$ cat config.mk
export PLATFORM = sky130hd
export DESIGN_NAME = serial_io_cmd
export DESIGN_NICKNAME = d
export VERILOG_FILES = /design/src/core/serial_io_pkg.sv /design/src/core/serial_io_cmd.sv /design/src/core/serial_rx.sv
export VERILOG_INCLUDE_DIRS = /design/src /design/src/core
export SDC_FILE = /design/constraint.sdc
export NUM_CORES = 1
export LEC_CHECK = 0
export ABC_AREA = 1
export BUFFER_PORTS_ARGS = -buffer_cell sky130_fd_sc_hd__buf_2
export CAP_MARGIN = 15
export CORE_MARGIN = 4
export CORE_UTILIZATION = 59
export DETAILED_ROUTE_END_ITERATION = 16
export PLACE_DENSITY = 0.77
export REMOVE_ABC_BUFFERS = 1
export SYNTH_ARGS = -nofsm -noshare
export SYNTH_HDL_FRONTEND = slang
export SYNTH_HIERARCHICAL = 1
export SYNTH_SLANG_ARGS = --single-unit
$ cat constraint.sdc
create_clock -name core_clk -period 5.6 [get_ports core_clk]
set_input_delay 1.12 -clock core_clk [delete_from_list [all_inputs] [get_ports core_clk]]
set_output_delay 1.12 -clock core_clk [all_outputs]
set_load 0.03 [all_outputs]
$ cat src/core/serial_io_regs.svh
// constants of the serial digital i/o command block
`ifndef SERIAL_IO_REGS_SVH
`define SERIAL_IO_REGS_SVH

`define CLK_HZ 100000000
`define BAUD_RATE 9600
`define BIT_CYCLES_DEF (`CLK_HZ / `BAUD_RATE)
`define BITS_PER_CHAR 12'h00A

`define CH_START 8'h21
`define CH_R 8'h52
`define CH_S 8'h53
`define CH_D 8'h44
`define CH_C 8'h43
`define CH_O 8'h4F
`define CH_A 8'h41

`define ADDR_RESET 8'h30
`define TDLY_RESET 8'h00
`define DIR_RESET 16'h0000
`define STARTUP_RESET 16'h0000

`define RD_LEN 3'h2
`define RC_LEN 3'h6
`define RC_ADDR_IDX 3'h4
`define RC_TDLY_IDX 3'h5

`endif

$ cat src/core/serial_io_pkg.sv
// types of the serial digital i/o command block
package serial_io_pkg;
   typedef enum logic [2:0] {ST_IDLE, ST_ADDR, ST_OP1, ST_OP2, ST_ARG1, ST_ARG2, ST_WAIT,
      ST_SEND} parse_state_t;
   typedef enum logic [2:0] {OP_NONE, OP_RD, OP_RC, OP_SO, OP_SD, OP_SS, OP_SA,
      OP_SC} op_t;
endpackage

$ cat src/core/serial_io_cmd.sv
// command interpreter of a 16-line digital i/o module on a shared serial line
`timescale 1ns/1ns
`include "serial_io_regs.svh"

module serial_io_cmd
   import serial_io_pkg::*;
#(
   parameter int BIT_CYCLES = `BIT_CYCLES_DEF
) (
   input wire logic core_clk,
   input wire logic rstn,
   input wire logic rxdPin,
   output logic txdPin,
   output logic txDriveEn,
   input wire logic [15:0] lineIn,
   output logic [15:0] lineOut,
   output logic [15:0] lineOe
);
   logic [1:0] rxSync_q;
   logic [15:0] inMeta_q;
   logic [15:0] inSync_q;
   logic [7:0] rxByte;
   logic rxValid;
   parse_state_t state_q;
   op_t op_q;
   op_t opDec;
   logic [7:0] op1_q;
   logic match_q;
   logic [7:0] argHi_q;
   logic [7:0] addr_q;
   logic [7:0] tdly_q;
   logic [15:0] dir_q;
   logic [15:0] startup_q;
   logic [15:0] outState_q;
   logic [15:0] lineState;
   logic [11:0] waitBits_q;
   logic [15:0] txCnt_q;
   logic [3:0] txBits_q;
   logic [9:0] txShift_q;
   logic [2:0] respIdx_q;
   logic [2:0] respSel;
   logic [2:0] respLen;
   logic [7:0] respByte;
   logic loadByte;
   logic applyArg;

   // pins from outside pass two flops first
   always_ff @(posedge core_clk or negedge rstn) begin
      if (!rstn) begin
         rxSync_q <= 2'b11;
         inMeta_q <= 16'h0000;
         inSync_q <= 16'h0000;
      end else begin
         rxSync_q <= {rxSync_q[0], rxdPin};
         inMeta_q <= lineIn;
         inSync_q <= inMeta_q;
      end
   end

   serial_rx #(.BIT_CYCLES(BIT_CYCLES)) u_rx (
      .core_clk(core_clk),
      .rstn(rstn),
      .rxLine(rxSync_q[1]),
      .rxByte(rxByte),
      .rxValid(rxValid)
   );

   always_comb begin
      opDec = OP_NONE;
      if (op1_q == `CH_R && rxByte == `CH_D) begin
         opDec = OP_RD;
      end else if (op1_q == `CH_R && rxByte == `CH_C) begin
         opDec = OP_RC;
      end else if (op1_q == `CH_S && rxByte == `CH_O) begin
         opDec = OP_SO;
      end else if (op1_q == `CH_S && rxByte == `CH_D) begin
         opDec = OP_SD;
      end else if (op1_q == `CH_S && rxByte == `CH_S) begin
         opDec = OP_SS;
      end else if (op1_q == `CH_S && rxByte == `CH_A) begin
         opDec = OP_SA;
      end else if (op1_q == `CH_S && rxByte == `CH_C) begin
         opDec = OP_SC;
      end
   end

   // outputs read back what they drive, inputs what they sense
   assign lineState = (dir_q & outState_q) | (~dir_q & inSync_q);

   // the byte after the one in flight is picked ahead of its load
   always_comb begin
      respSel = respIdx_q;
      if (state_q == ST_SEND) begin
         respSel = respIdx_q + 3'h1;
      end
   end

   always_comb begin
      respLen = (op_q == OP_RD) ? `RD_LEN : `RC_LEN;
      case (respSel)
         3'h0: respByte = (op_q == OP_RD) ? lineState[15:8] : dir_q[15:8];
         3'h1: respByte = (op_q == OP_RD) ? lineState[7:0] : dir_q[7:0];
         3'h2: respByte = startup_q[15:8];
         3'h3: respByte = startup_q[7:0];
         3'h4: respByte = addr_q;
         default: respByte = tdly_q;
      endcase
   end

   assign applyArg = rxValid && state_q == ST_ARG2 && match_q;
   assign loadByte = (state_q == ST_WAIT && waitBits_q == 12'h000 && txCnt_q == 16'h0000)
      || (state_q == ST_SEND && txBits_q == 4'h0 && txCnt_q == 16'h0000
      && respIdx_q + 3'h1 < respLen);

   // command parsing, turn-around wait and answer transmission
   always_ff @(posedge core_clk or negedge rstn) begin
      if (!rstn) begin
         state_q <= ST_IDLE;
         op_q <= OP_NONE;
         op1_q <= 8'h00;
         match_q <= 1'b0;
         argHi_q <= 8'h00;
         waitBits_q <= 12'h000;
         txCnt_q <= 16'h0000;
         txBits_q <= 4'h0;
         txShift_q <= 10'h3FF;
         respIdx_q <= 3'h0;
         txdPin <= 1'b1;
         txDriveEn <= 1'b0;
      end else begin
         case (state_q)
            ST_IDLE: begin
               if (rxValid && rxByte == `CH_START) begin
                  state_q <= ST_ADDR;
               end
            end
            ST_ADDR: begin
               if (rxValid) begin
                  match_q <= (rxByte == addr_q);
                  state_q <= ST_OP1;
               end
            end
            ST_OP1: begin
               if (rxValid) begin
                  op1_q <= rxByte;
                  state_q <= ST_OP2;
               end
            end
            ST_OP2: begin
               if (rxValid) begin
                  op_q <= opDec;
                  case (opDec)
                     OP_RD, OP_RC: begin
                        // other modules stay silent
                        state_q <= match_q ? ST_WAIT : ST_IDLE;
                        waitBits_q <= 12'(tdly_q) * `BITS_PER_CHAR;
                        txCnt_q <= 16'(BIT_CYCLES - 1);
                        respIdx_q <= 3'h0;
                     end
                     OP_SO, OP_SD, OP_SS: state_q <= ST_ARG1;
                     OP_SA, OP_SC: state_q <= ST_ARG2;
                     default: state_q <= ST_IDLE;
                  endcase
               end
            end
            ST_ARG1: begin
               if (rxValid) begin
                  argHi_q <= rxByte;
                  state_q <= ST_ARG2;
               end
            end
            ST_ARG2: begin
               if (rxValid) begin
                  state_q <= ST_IDLE;
               end
            end
            ST_WAIT: begin
               if (txCnt_q != 16'h0000) begin
                  txCnt_q <= txCnt_q - 16'h0001;
               end else if (waitBits_q != 12'h000) begin
                  // each count is one bit period, ten counts per delay unit
                  waitBits_q <= waitBits_q - 12'h001;
                  txCnt_q <= 16'(BIT_CYCLES - 1);
               end else begin
                  state_q <= ST_SEND;
                  txDriveEn <= 1'b1;
                  txShift_q <= {1'b1, respByte, 1'b0};
                  txBits_q <= 4'hA;
               end
            end
            ST_SEND: begin
               if (txCnt_q != 16'h0000) begin
                  txCnt_q <= txCnt_q - 16'h0001;
               end else if (txBits_q != 4'h0) begin
                  txdPin <= txShift_q[0];
                  txShift_q <= {1'b1, txShift_q[9:1]};
                  txBits_q <= txBits_q - 4'h1;
                  txCnt_q <= 16'(BIT_CYCLES - 1);
               end else if (respIdx_q + 3'h1 < respLen) begin
                  respIdx_q <= respIdx_q + 3'h1;
                  txShift_q <= {1'b1, respByte, 1'b0};
                  txBits_q <= 4'hA;
               end else begin
                  // stop bit has run its full period before release
                  state_q <= ST_IDLE;
                  txDriveEn <= 1'b0;
               end
            end
            default: state_q <= ST_IDLE;
         endcase
      end
   end

   // configuration and output state; kept in flops, reset stands in for power-up
   always_ff @(posedge core_clk or negedge rstn) begin
      if (!rstn) begin
         addr_q <= `ADDR_RESET;
         tdly_q <= `TDLY_RESET;
         dir_q <= `DIR_RESET;
         startup_q <= `STARTUP_RESET;
         outState_q <= `STARTUP_RESET;
      end else if (applyArg) begin
         case (op_q)
            OP_SO: outState_q <= (outState_q & ~dir_q) | ({argHi_q, rxByte} & dir_q);
            OP_SD: dir_q <= {argHi_q, rxByte};
            OP_SS: startup_q <= (startup_q & ~dir_q) | ({argHi_q, rxByte} & dir_q);
            OP_SA: addr_q <= rxByte;
            OP_SC: tdly_q <= rxByte;
            default: addr_q <= addr_q;
         endcase
      end
   end

   assign lineOut = outState_q;
   assign lineOe = dir_q;

   a_so_masked: assert property (@(posedge core_clk) disable iff (!rstn)
      $stable(dir_q) |-> ((outState_q ^ $past(outState_q)) & ~dir_q) == 16'h0000)
      else $error("input line changed by a write");
   a_so_drive: assert property (@(posedge core_clk) disable iff (!rstn)
      (applyArg && op_q == OP_SO) |=> ((lineOut ^ $past({argHi_q, rxByte})) & lineOe) == 16'h0000)
      else $error("output line does not follow written bit");
   a_answer_match: assert property (@(posedge core_clk) disable iff (!rstn)
      $rose(txDriveEn) |-> match_q && (op_q == OP_RD || op_q == OP_RC))
      else $error("answer without matching address");
   a_delay_done: assert property (@(posedge core_clk) disable iff (!rstn)
      $rose(txDriveEn) |-> $past(waitBits_q) == 12'h000 && $past(state_q) == ST_WAIT)
      else $error("answer started before turn-around delay");
   a_rd_length: assert property (@(posedge core_clk) disable iff (!rstn)
      (state_q == ST_SEND && op_q == OP_RD) |-> respIdx_q < `RD_LEN)
      else $error("read-lines answer longer than two bytes");
   a_rd_high_first: assert property (@(posedge core_clk) disable iff (!rstn)
      (state_q == ST_WAIT && loadByte && op_q == OP_RD)
      |=> txShift_q[8:1] == $past(lineState[15:8]))
      else $error("read-lines first byte is not lines 15..8");
   a_rc_addr: assert property (@(posedge core_clk) disable iff (!rstn)
      (state_q == ST_SEND && op_q == OP_RC && respIdx_q == `RC_ADDR_IDX - 3'h1 && loadByte)
      |=> txShift_q[8:1] == addr_q)
      else $error("fifth configuration byte is not the address");
   a_input_report: assert property (@(posedge core_clk) disable iff (!rstn)
      ((lineState ^ $past(lineIn, 2)) & ~dir_q) == 16'h0000)
      else $error("input line misreported");
   a_idle_quiet: assert property (@(posedge core_clk) disable iff (!rstn)
      !txDriveEn |-> txdPin)
      else $error("line data active while not driving");
   a_rd_low_second: assert property (@(posedge core_clk) disable iff (!rstn)
      (state_q == ST_SEND && op_q == OP_RD && respIdx_q == 3'h0 && loadByte)
      |=> txShift_q[8:1] == $past(lineState[7:0]))
      else $error("read-lines second byte is not lines 7..0");
   a_rc_delay: assert property (@(posedge core_clk) disable iff (!rstn)
      (state_q == ST_SEND && op_q == OP_RC && respIdx_q == `RC_TDLY_IDX - 3'h1 && loadByte)
      |=> txShift_q[8:1] == tdly_q)
      else $error("sixth configuration byte is not the delay");
   a_sd_define: assert property (@(posedge core_clk) disable iff (!rstn)
      (applyArg && op_q == OP_SD) |=> lineOe == $past({argHi_q, rxByte}))
      else $error("direction write not applied");
   a_drive_window: assert property (@(posedge core_clk) disable iff (!rstn)
      txDriveEn |-> state_q == ST_SEND)
      else $error("line driven outside an answer");
   c_rd_answer: cover property (@(posedge core_clk) disable iff (!rstn)
      $fell(txDriveEn) && op_q == OP_RD);
   c_rc_answer: cover property (@(posedge core_clk) disable iff (!rstn)
      $fell(txDriveEn) && op_q == OP_RC);
   c_so_write: cover property (@(posedge core_clk) disable iff (!rstn)
      applyArg && op_q == OP_SO);
   c_mismatch: cover property (@(posedge core_clk) disable iff (!rstn)
      state_q == ST_OP1 && rxValid && !match_q);
   c_config_write: cover property (@(posedge core_clk) disable iff (!rstn)
      applyArg && op_q == OP_SS);
endmodule

$ cat src/core/serial_rx.sv
// one-character serial receiver, 8 data bits, no parity, one stop bit
`timescale 1ns/1ns
module serial_rx #(
   parameter int BIT_CYCLES = 10416
) (
   input wire logic core_clk,
   input wire logic rstn,
   input wire logic rxLine,
   output logic [7:0] rxByte,
   output logic rxValid
);
   logic busy_q;
   logic [15:0] cnt_q;
   logic [3:0] idx_q;
   logic [7:0] shift_q;

   always_ff @(posedge core_clk or negedge rstn) begin
      if (!rstn) begin
         busy_q <= 1'b0;
         cnt_q <= 16'h0000;
         idx_q <= 4'h0;
         shift_q <= 8'h00;
         rxValid <= 1'b0;
         rxByte <= 8'h00;
      end else begin
         rxValid <= 1'b0;
         if (!busy_q) begin
            if (!rxLine) begin
               // sample at mid-bit from here on
               busy_q <= 1'b1;
               cnt_q <= 16'(BIT_CYCLES / 2);
               idx_q <= 4'h0;
            end
         end else if (cnt_q != 16'h0000) begin
            cnt_q <= cnt_q - 16'h0001;
         end else begin
            cnt_q <= 16'(BIT_CYCLES - 1);
            idx_q <= idx_q + 4'h1;
            if (idx_q == 4'h0) begin
               // glitch, not a start bit
               if (rxLine) begin
                  busy_q <= 1'b0;
               end
            end else if (idx_q <= 4'h8) begin
               shift_q <= {rxLine, shift_q[7:1]};
            end else begin
               busy_q <= 1'b0;
               // framing error drops the character
               rxValid <= rxLine;
               rxByte <= shift_q;
            end
         end
      end
   end
endmodule

==> impl_results.md, run 1 <==
* Run status: finished, final reports clean
* Final RePlAce weighted congestion at 0.869
* Required arrival time at the worst endpoint at 6.05 ns
* FF+latch area at 5150 um2
* R2R Setup Slk at 2.81 ns
* Die width at 141 um
* Headroom to the max-slew limit at 0.275
* Clock Latency Late Sink at 0.52 ns
* Number of antenna violations at the first check in global routing at 0
* Design Area, Final at 11700 um2
* Internal portion of total power at 2500 uW
* Total placed cells including tap cells at 1559
* Endpoint, Worst Hold: inSync_q[0]
* HPWL Detailed at 16500 um
* Cell count after synthesis at 1301
* Post-detailed-routing wire length at 23600 um
* Highest-count cells in the layout ignoring fill and taps: sky130_fd_sc_hd__nand2_1, sky130_fd_sc_hd__dfrtp_1, sky130_fd_sc_hd__o21ai_0
* Root buffer cell: sky130_fd_sc_hd__clkbuf_16
* Worst slew pin tran at 1.08 ns
* Final Instance Count excl. Fillers at 1599
* Worst hold slack across all endpoints at 0.345 ns
* Combinational group share of total power at 0.011
* ANT nets after route at 0
* Portion of the post-synthesis area used by sequential elements at 0.493
* Number of nets in the layout at 1401
* Highest clock frequency the design can meet at 359 MHz
* CTS tree: done
* Met3 usage in global routing at 0.0444
* Longest Clk Path Bufs at 3
* Global-route wire length before repair at 40100 um
* Setup TNS after final layout at 0 ns
* Share of final-layout standard cells stronger than drive strength 1 at 0.124
* Flip-flop and latch count after synthesis at 205
* Fraction of power spent switching nets at 0.201
* Die Y-Extent at 141 um
* Detailed-router iteration count before antenna repair at 5
* Count of different cell masters after synthesis at 47
* Synthesis warning total at 6
* Clock slew at the register clock pins of the worst setup and hold paths at 0.06 ns
* Number of buffers created by CTS at 22
* Min-Delay Startpoint: inMeta_q[0]
* Initial standard-cell utilization of the core at 0.603
* Cell row count at 48
* TritonCTS sink count at 205
* Max cap viols at 0
* Number of buffers inserted by post-CTS setup repair at 0
* N_diodes at 0
* Number of enable flip-flop cells after synthesis at 0
* Class of the most critical hold timing path: flop to flop
* Startpoint type of the worst setup path: flop
* Maximum resistive drop on vdd at 0.000296 V
* Unrepaired setup endpoints after global routing: no
* Worst hold path cell count at 0
* WS Path Type: flop to flop
* Area of combinational cells with multiple inputs at 4650 um2
* Arrival time worst endpoint at 3.24 ns
* Most used routing layer in global routing: met2
* Worst clock skew at 0.0202 ns
* Largest fanout of any net on the critical path at 17
* Static leakage power at 0.00588 uW
* Final hold violations at 0
* DRC violation count after routing at 0
* Net switching power at 629 uW
* Reg-to-reg critical path endpoint: txShift_q[7]
* Vias after detailed routing at 8736
* Clock Power Share at 0.510
* Grt ovf at 0
* Worst setup path startpoint: op_q[1]
* Mean routed wirelength per cell at 14.8 um
* Number of max-slew violations in the final report at 0
* Maximum level of the CTS H-tree at 1
* Minimum period implied by the final worst setup slack at 2.79 ns
* Number of port buffers at 52
* Quantity of gates resized following cts at 0
* Largest net degree at the start of global routing at 109
* Total routing usage reported by global routing at 0.242
* Count of filler cells inserted in the layout at 1391
* Mean instance size in the synthesized netlist at 8.02 um2
* Vias in the first global route at 8407
* Layout overhead on the synthesized area at 12.1%
* Overall die area at 19900 um2
* Initial DRC count at 643
* Leading cell type in the layout, fill and taps excluded: sky130_fd_sc_hd__nand2_1
* Post-synth ARST share at 1.00
* Final clock period utilization by the worst path at 0.498
* Top Ports at 53
* Placeable core region at 17300 um2
* GR Util met1 at 0.337
* Total of endpoints with negative setup slack in the final report at 0
* Depth of the worst register-to-register path at 11
* Netlist area before placement at 10400 um2
* Power density over the cells at 268 nW/um2
* Hold-fix buffers, CTS at 0
* Via density per instance at 5.46
* Reg-to-Reg Start: op_q[1]
* DP Area at 10900 um2
* Kind of end point of the critical path: flop
* Reg power frac at 0.479
* Global-route track usage on met2 at 0.393
* Most used DFF post-synth: sky130_fd_sc_hd__dfrtp_1
per-layer routing:
metal	routed length [um]	part of all wire	up-vias
li1	-	-	4302
met1	10400	0.44	4144
met2	11100	0.47	246
met3	1510	0.064	44
met4	578	0.024	0
met5	0	0	-
per-stage QoR:
stage	setup WS, ns	total power, uW	utilization
finish	2.81	3130	0.676
global route	2.59	3230	0.676
CTS	2.82	3150	0.676
detailed placement	2.85	1560	0.629
global placement	2.89	1560	0.629
floorplan	3.41	1520	-
layout make-up:
cell class	instances	share of cell area
sequential	205	0.440
multi-input combinational	938	0.398
timing repair buffer	55	0.0249
tap	225	0.0241
clock inverter	10	0.0171
inverter	136	0.0441
clock buffer	30	0.0522
Yosys cell counts (2+ instances only):
library cell	n	area, um2
sky130_fd_sc_hd__inv_4	2	12.5
sky130_fd_sc_hd__o31ai_1	2	15.0
sky130_fd_sc_hd__inv_1	116	435
sky130_fd_sc_hd__nand2_2	9	56.3
sky130_fd_sc_hd__nor2_4	6	67.6
sky130_fd_sc_hd__nor2_8	4	80.1
sky130_fd_sc_hd__nand3_2	8	80.1
sky130_fd_sc_hd__o211ai_1	2	15.0
sky130_fd_sc_hd__o21ai_2	2	17.5
sky130_fd_sc_hd__buf_2	7	35.0
sky130_fd_sc_hd__o21ai_1	16	80.1
sky130_fd_sc_hd__nor4_4	2	42.5
sky130_fd_sc_hd__buf_4	6	45.0
sky130_fd_sc_hd__nand3_1	77	385
sky130_fd_sc_hd__nand2_1	409	1540
sky130_fd_sc_hd__o21bai_1	3	22.5
sky130_fd_sc_hd__nor3_1	7	35.0
sky130_fd_sc_hd__xor2_1	18	158
sky130_fd_sc_hd__nand4_1	16	100
sky130_fd_sc_hd__clkbuf_1	8	30.0
sky130_fd_sc_hd__dfrtp_1	191	4780
sky130_fd_sc_hd__o21ai_0	147	736
sky130_fd_sc_hd__o22ai_1	3	18.8
sky130_fd_sc_hd__dfstp_2	14	368
sky130_fd_sc_hd__a21oi_1	21	105
sky130_fd_sc_hd__inv_2	17	63.8
sky130_fd_sc_hd__nor2_2	13	81.3
sky130_fd_sc_hd__xnor2_1	10	87.6
sky130_fd_sc_hd__ha_1	23	288
sky130_fd_sc_hd__nand3b_1	6	45.0
sky130_fd_sc_hd__nand2_4	3	33.8
sky130_fd_sc_hd__nor2_1	117	439
sky130_fd_sc_hd__a31oi_1	2	12.5
critical path, cell delays in order (launching register included):
cell and delay [ns]:
sky130_fd_sc_hd__dfrtp_1 0.43, sky130_fd_sc_hd__inv_1 0.18, sky130_fd_sc_hd__nand3_2 0.34, sky130_fd_sc_hd__inv_2 0.41, sky130_fd_sc_hd__ha_1 0.30, sky130_fd_sc_hd__a21oi_1 0.20
sky130_fd_sc_hd__nor3_1 0.11, sky130_fd_sc_hd__nor2_4 0.30, sky130_fd_sc_hd__inv_2 0.16, sky130_fd_sc_hd__a21oi_1 0.14, sky130_fd_sc_hd__nand2_1 0.07, sky130_fd_sc_hd__nand2_1 0.07
power by group through the flow:
stage               Combinational (uW)  Clock, uW  Sequential, uW
floorplan                        0.725          0            1520
global route                      43.1       1680            1500
finish                            35.4       1600            1500
CTS                               38.2       1620            1500
global placement                  37.7          0            1530
detailed placement                38.0          0            1530
worst max-delay path by stage:
stage               slack [ns]      endpoint
detailed placement        2.85  txShift_q[2]
CTS                       2.82  txShift_q[2]
finish                    2.81  txShift_q[7]
global placement          2.89  txShift_q[7]
floorplan                 3.41  txShift_q[7]
global route              2.59  txShift_q[2]
cell families after synthesis:
family                     synth area share
DFF                                   0.493
and+or+nand+nor                       0.289
adders and majority gates            0.0295
AOI/OAI and AO/OA                     0.103
muxes                              0.000959
xor gates and xnor gates             0.0235
buffers and inverters                0.0610
(Power assumes the default switching activity.)
==> run 2, diff against run 1 <==
Settings changed: ABC_AREA 1 to 0, CORE_UTILIZATION 59 to 56.
Clock period 5.6 ns to 2.35 ns, I/O delays scaled along.
==> run 2 against run 1 <==
Compared with the run above:
- the flow now finishes with violations (negative setup slack)
- non-clock buffer count grew 107
- fmax is 19% higher
- global-route usage increased by 0.15 points
- worst setup slack lost 2.8 ns
- critical endpoint is now waitBits_q[9]
- largest power group unchanged
- combinational power grew to 2.9 times the previous value
- critical path type unchanged
- via count fell by 5.0%
- hold slack got worse by 0.29 ns
- sequential share of layout area decreased by 3.2 points
==> impl_results.md, run 2 <==
* Cell count after synthesis at 977
* Required arrival time at the worst endpoint at 2.77 ns
* Root buffer cell: sky130_fd_sc_hd__clkbuf_16
* Grt ovf at 0
* DRC violation count after routing at 0
* Commonest cells in the netlist: sky130_fd_sc_hd__dfrtp_1, sky130_fd_sc_hd__mux2_2, sky130_fd_sc_hd__nand2_1, sky130_fd_sc_hd__o21ai_0, sky130_fd_sc_hd__nor2_1
* Overall die area at 20700 um2
* Portion of the post-synthesis area used by sequential elements at 0.497
* Maximum resistive drop on vdd at 0.000684 V
* Most used DFF post-synth: sky130_fd_sc_hd__dfrtp_1
* Max cap viols at 0
* Top Ports at 53
* Initial standard-cell utilization of the core at 0.573
* Total routing usage reported by global routing at 0.243
* Number of antenna violations at the first check in global routing at 0
* Worst clock skew at 0.00889 ns
* Highest-count cells in the layout ignoring fill and taps: sky130_fd_sc_hd__dfrtp_1, sky130_fd_sc_hd__buf_4, sky130_fd_sc_hd__mux2_2
* Worst slew pin tran at 0.509 ns
* Arrival time worst endpoint at 2.77 ns
* Synthesis warning total at 6
* Headroom to the max-slew limit at 0.658
* Kind of end point of the critical path: flop
* Cell row count at 49
* Static leakage power at 0.00597 uW
* Post-synth ARST share at 1.00
* Maximum level of the CTS H-tree at 1
* Most area-consuming cells after synthesis: sky130_fd_sc_hd__dfrtp_1, sky130_fd_sc_hd__mux2_2, sky130_fd_sc_hd__o21ai_0
* Startpoint type of the worst setup path: flop
* Total of endpoints with negative setup slack in the final report at 1
* Run status: finished with violations
* WS Path Type: flop to flop
* Detailed-router iteration count before antenna repair at 5
* Largest net degree at the start of global routing at 60
* Leading cell type in the layout, fill and taps excluded: sky130_fd_sc_hd__dfrtp_1
* Final hold violations at 0
* DP Area at 11500 um2
* Post-detailed-routing wire length at 25400 um
* TritonCTS sink count at 205
* Clock slew at the register clock pins of the worst setup and hold paths at 0.06 ns
* Setup slack after layout at -0.00190 ns
* Unrepaired setup endpoints after global routing: yes
* Number of max-slew violations in the final report at 0
* Vias after detailed routing at 8300
* Netlist area before placement at 10400 um2
* Minimum period implied by the final worst setup slack at 2.35 ns
* Class of the most critical hold timing path: primary input to flop
* Share of final-layout standard cells stronger than drive strength 1 at 0.323
* Proportion of netlist area held by the largest area contributor at 0.461
* Highest clock frequency the design can meet at 425 MHz
* Number of buffers created by CTS at 22
* Design Power at 7360 uW
* Cell accounting for the most synthesized area: sky130_fd_sc_hd__dfrtp_1
* Initial DRC count at 619
* Failing checks: negative setup slack
* Largest fanout of any net on the critical path at 2
* Total placed cells including tap cells at 1313
* Die width at 144 um
* Final Instance Count excl. Fillers at 1365
* Final RePlAce weighted congestion at 0.860
* Flip-flop and latch count after synthesis at 205
* HPWL Detailed at 16700 um
* ANT nets after route at 0
* Design Area, Final at 12600 um2
* Power density over the cells at 584 nW/um2
* Vias in the first global route at 8270
* Count of different cell masters after synthesis at 84
* Longest Clk Path Bufs at 3
* N_diodes at 0
* Layout overhead on the synthesized area at 21.7%
* Mean routed wirelength per cell at 18.6 um
* Worst hold slack across all endpoints at 0.0582 ns
* Library cell with the highest instance count after synthesis: sky130_fd_sc_hd__dfrtp_1
* Number of enable flip-flop cells after synthesis at 0
* Placeable core region at 18100 um2
* Number of port buffers at 52
* Number of nets in the layout at 1163
* Setup TNS after final layout at -0.00190 ns
* Via density per instance at 6.08
* Global-route wire length before repair at 41100 um
* Mean instance size in the synthesized netlist at 10.6 um2
* CTS tree: done
* Final clock period utilization by the worst path at 1.00
* Clock Latency Late Sink at 0.51 ns
* Die Y-Extent at 144 um
[run 2: what timing repair did]
action / 4_1_cts / 5_1_grt
pin swaps: 4 / 11
setup buffers: 6 / 4
hold buffers: 1 / 0
cloned: 1 / 0
hold endpoints to repair: 52 / 0
endpoints found under the setup margin: 20 / 44
gates resized for setup: 13 / 34
[run 2: final cells by class]
class / count / area (um2)
multi-input combinational: 687 / 5050
clock inverter: 6 / 141
fill: 1292 / 5480
clock buffer: 34 / 626
timing repair buffer: 162 / 1190
tap: 229 / 287
inverter: 42 / 160
sequential: 205 / 5150
[run 2: final timing paths]
check	cells after the start	to	slack [ns]	start
max	8	waitBits_q[9]	-0.002	tdly_q[4]
min	1	rxSync_q[0]	0.06	rxdPin
max reg2reg	8	waitBits_q[9]	-0.002	tdly_q[4]
min reg2reg	0	inSync_q[8]	0.35	inMeta_q[8]
max in group asynchronous	3	rxSync_q[0]	1.14	rstn
min in group asynchronous	2	txCnt_q[11]	0.51	rstn
[run 2: worst max-delay path, cell delays in order (launching register included)]
cell and delay (ns):
sky130_fd_sc_hd__dfrtp_1 0.38, sky130_fd_sc_hd__ha_1 0.34, sky130_fd_sc_hd__ha_4 0.24, sky130_fd_sc_hd__a211oi_4 0.25, sky130_fd_sc_hd__nor3b_2 0.08, sky130_fd_sc_hd__or4b_2 0.61, sky130_fd_sc_hd__a31oi_1 0.15, sky130_fd_sc_hd__a31oi_1 0.05
sky130_fd_sc_hd__o22ai_1 0.16
[run 2: cells by family (layout without fill, tap and decap cells)]
logic type,count (synthesis),count (layout),share of synthesized area
XOR/XNOR,18,18,0.0152
AO/OA/AOI/OAI,229,229,0.142
flip-flops,205,205,0.497
buffers and inverters,85,244,0.0341
adder cells (fa/ha/maj),24,24,0.0297
multiplexers,112,112,0.120
AND/OR/NAND/NOR,304,304,0.162
[run 2: stage by stage]
stage | setup slack (ns) | utilization
6_report | -0.00190 | 0.697
5_1_grt | -0.107 | 0.697
4_1_cts | -0.0655 | 0.686
3_5_place_dp | -0.0982 | 0.638
3_3_place_gp | -0.0566 | 0.638
2_1_floorplan | -0.706 | -
[run 2: power breakdown]
part           leakage [uW]  switching, uW  internal (uW)
clock              0.000371           1400           2280
combinational       0.00288           76.9           27.6
sequential          0.00271           11.4           3560
total               0.00597           1490           5870
[run 2: per-layer routing]
| layer | GRT usage | wire [um] |
|---|---|---|
| met5 | 0 | 0 |
| met4 | 0.0614 | 551 |
| met3 | 0.0357 | 1240 |
| met2 | 0.404 | 12600 |
| met1 | 0.340 | 11000 |
==> run 3, diff against run 2 <==
Settings changed: CELL_PAD_IN_SITES_DETAIL_PLACEMENT from default to 0, CELL_PAD_IN_SITES_GLOBAL_PLACEMENT from default to 2, CORE_UTILIZATION 56 to 37, PLACE_DENSITY 0.77 to default, PLACE_DENSITY_LB_ADDON from default to 0.1.
==> run 3 against run 2 <==
Compared with the run above:
- the run now ends clean
- sequential share of layout area shrank 1.8 points
- non-clock buffer count grew 36
- sequential power is essentially flat
- global-route usage shrank 6.9 points
- clock skew grew 0.0069 ns
- register-to-register slack gained 0.05 ns
- clock power grew 2%
- critical path depth grew 2
- combinational power is essentially flat
- hold slack lost 0.014 ns
- largest cell class unchanged
- highest routed layer unchanged
==> impl_results.md, run 3 (same netlist as run 2, synthesis figures left out) <==
* Startpoint type of the worst setup path: flop
* Final clock period utilization by the worst path at 0.978
* N_diodes at 0
* Share of final-layout standard cells stronger than drive strength 1 at 0.351
* Maximum level of the CTS H-tree at 1
* CP Cell Sequence: ha_2, xor2_1, ha_1, a21oi_2, o41ai_2, a211oi_2, buf_4, bufbuf_16, a31oi_2, o21ai_1
* Run status: finished, final reports clean
* Endpoint, Worst Hold: inMeta_q[4]
* Highest-count cells in the layout ignoring fill and taps: sky130_fd_sc_hd__dfrtp_1, sky130_fd_sc_hd__buf_4, sky130_fd_sc_hd__mux2_2
* Required arrival time at the worst endpoint at 2.80 ns
* Final RePlAce weighted congestion at 0.789
* Vias in the first global route at 8194
* Worst clock skew at 0.0158 ns
* R2R Setup Slk at 0.05 ns
* Fraction of power spent switching nets at 0.211
* Max stage delay cell, worst path: sky130_fd_sc_hd__dfrtp_1
* Power density over the cells at 565 nW/um2
* Number of buffers created by CTS at 25
* Worst hold path cell count at 1
* Worst setup path startpoint: respIdx_q[0]
* Static leakage power at 0.00620 uW
* WS Path Type: flop to flop
* DRC violation count after routing at 0
* Utilization of the core after routing at 0.484
* Internal portion of total power at 5880 uW
* Clock Latency Late Sink at 0.53 ns
* Total of endpoints with negative setup slack in the final report at 0
* Number of antenna violations at the first check in global routing at 0
* Leading cell type in the layout, fill and taps excluded: sky130_fd_sc_hd__dfrtp_1
* Via density per instance at 5.19
* Largest fanout of any net on the critical path at 11
* Cell row count at 60
* Count of buffering cells on the critical path with inverters included at 2
* Grt ovf at 0
* Min-Delay Startpoint: lineIn[4]
* Overall die area at 30700 um2
* Headroom to the max-slew limit at 0.574
* ANT nets after route at 0
* Unrepaired setup endpoints after global routing: yes
* Initial DRC count at 351
* HPWL Detailed at 18900 um
* Maximum resistive drop on vdd at 0.000559 V
* Global-route wire length before repair at 44200 um
* Layout overhead on the synthesized area at 27.4%
* Placeable core region at 27300 um2
* Combinational group share of total power at 0.014
* Vias after detailed routing at 8022
* Net switching power at 1570 uW
* Number of max-slew violations in the final report at 0
* Post-detailed-routing wire length at 26900 um
* CTS tree: done
* Number of port buffers at 52
* Highest clock frequency the design can meet at 435 MHz
* Die width at 175 um
* Reg-to-Reg Start: respIdx_q[0]
* Detailed-router iteration count before antenna repair at 5
* Count of filler cells inserted in the layout at 2572
* Crit-path max cell delay at 0.38 ns
* Max cap viols at 0
* Largest net degree at the start of global routing at 52
* Arrival time worst endpoint at 2.75 ns
* Class of the most critical hold timing path: primary input to flop
* Total routing usage reported by global routing at 0.174
* Clock Power Share at 0.506
* Clock slew at the register clock pins of the worst setup and hold paths at 0.06 ns
* Reg-to-reg critical path endpoint: txShift_q[2]
* Depth of the worst register-to-register path at 10
* Initial standard-cell utilization of the core at 0.380
* TritonCTS sink count at 205
* Final hold violations at 0
* Kind of cell with the highest combined delay on the critical path: compound AO/OA/AOI/OAI gates
* Minimum period implied by the final worst setup slack at 2.30 ns
* Worst slew pin tran at 0.633 ns
* Setup TNS after final layout at 0 ns
* Longest Clk Path Bufs at 3
* Mean routed wirelength per cell at 17.4 um
* Die Y-Extent at 175 um
* Kind of end point of the critical path: flop
* Number of nets in the layout at 1202
* Reg power frac at 0.480
* Root buffer cell: sky130_fd_sc_hd__clkbuf_16
* Top Ports at 53
-- run 3: worst max path at each step --
stage                         end  slack, ns  cells after the start
CTS                 waitBits_q[9]      -0.04                      8
floorplan             txBits_q[2]      -0.71                      8
global placement    waitBits_q[9]      -0.07                      8
finish               txShift_q[2]       0.05                     10
detailed placement   txShift_q[4]      -0.12                     10
global route         txShift_q[2]      -0.02                     10
-- run 3: through the flow --
| step | hold WS (ns) | worst slack, ns | instances | area (um2) | total power, uW |
|---|---|---|---|---|---|
| floorplan | 0.174 | -0.706 | 934 | 10200 | 3640 |
| global placement | 0.332 | -0.0734 | 1488 | 12000 | 3750 |
| detailed placement | 0.335 | -0.116 | 1488 | 12000 | 3750 |
| CTS | 0.0178 | -0.0410 | 1535 | 12900 | 7580 |
| global route | 0.0205 | -0.0239 | 1547 | 13200 | 7740 |
| finish | 0.0446 | 0.0520 | 1547 | 13200 | 7450 |
-- run 3: area by class of cell --
cell class / instances / area [um2] / share of cell area
sequential: 205 / 5150 / 0.390
clock inverter: 3 / 55.1 / 0.00417
clock buffer: 40 / 752 / 0.0570
inverter: 42 / 158 / 0.0119
timing repair buffer: 198 / 1520 / 0.115
tap: 372 / 465 / 0.0353
multi-input combinational: 687 / 5100 / 0.386
-- run 3: power groups by stage --
stage                     sequential, uW  clock [uW]  combinational (uW)
after CTS                           3570        3890                 115
after floorplan                     3630           0                5.33
final                               3570        3770                 107
after global placement              3640           0                 113
after detailed placement            3640           0                 113
after global routing                3570        4040                 128
-- run 3: worst reg2reg max path: cells and delay by family (launching register included) --
kind / cells / cell delay [ns]
buf+inv: 2 / 0.45
compound gates: 5 / 0.75
xor+xnor: 1 / 0.15
flops: 1 / 0.38
fa+ha+maj: 2 / 0.49
-- run 3: per-layer routing --
metal	GRT usage	wire length, um	share of wire
met4	0.0347	503	0.019
met3	0.0222	672	0.025
met5	0	0	0
met2	0.283	12300	0.46
met1	0.253	13300	0.50
-- run 3: repair_timing --
action | CTS | global route
hold endpoints to repair | 46 | 0
setup endpoints to repair | 17 | 32
pin swaps | 3 | 17
buffers inserted | 2 | 13
resized for setup | 15 | 44
gates cloned | 1 | 0
hold buffers | 1 | 0
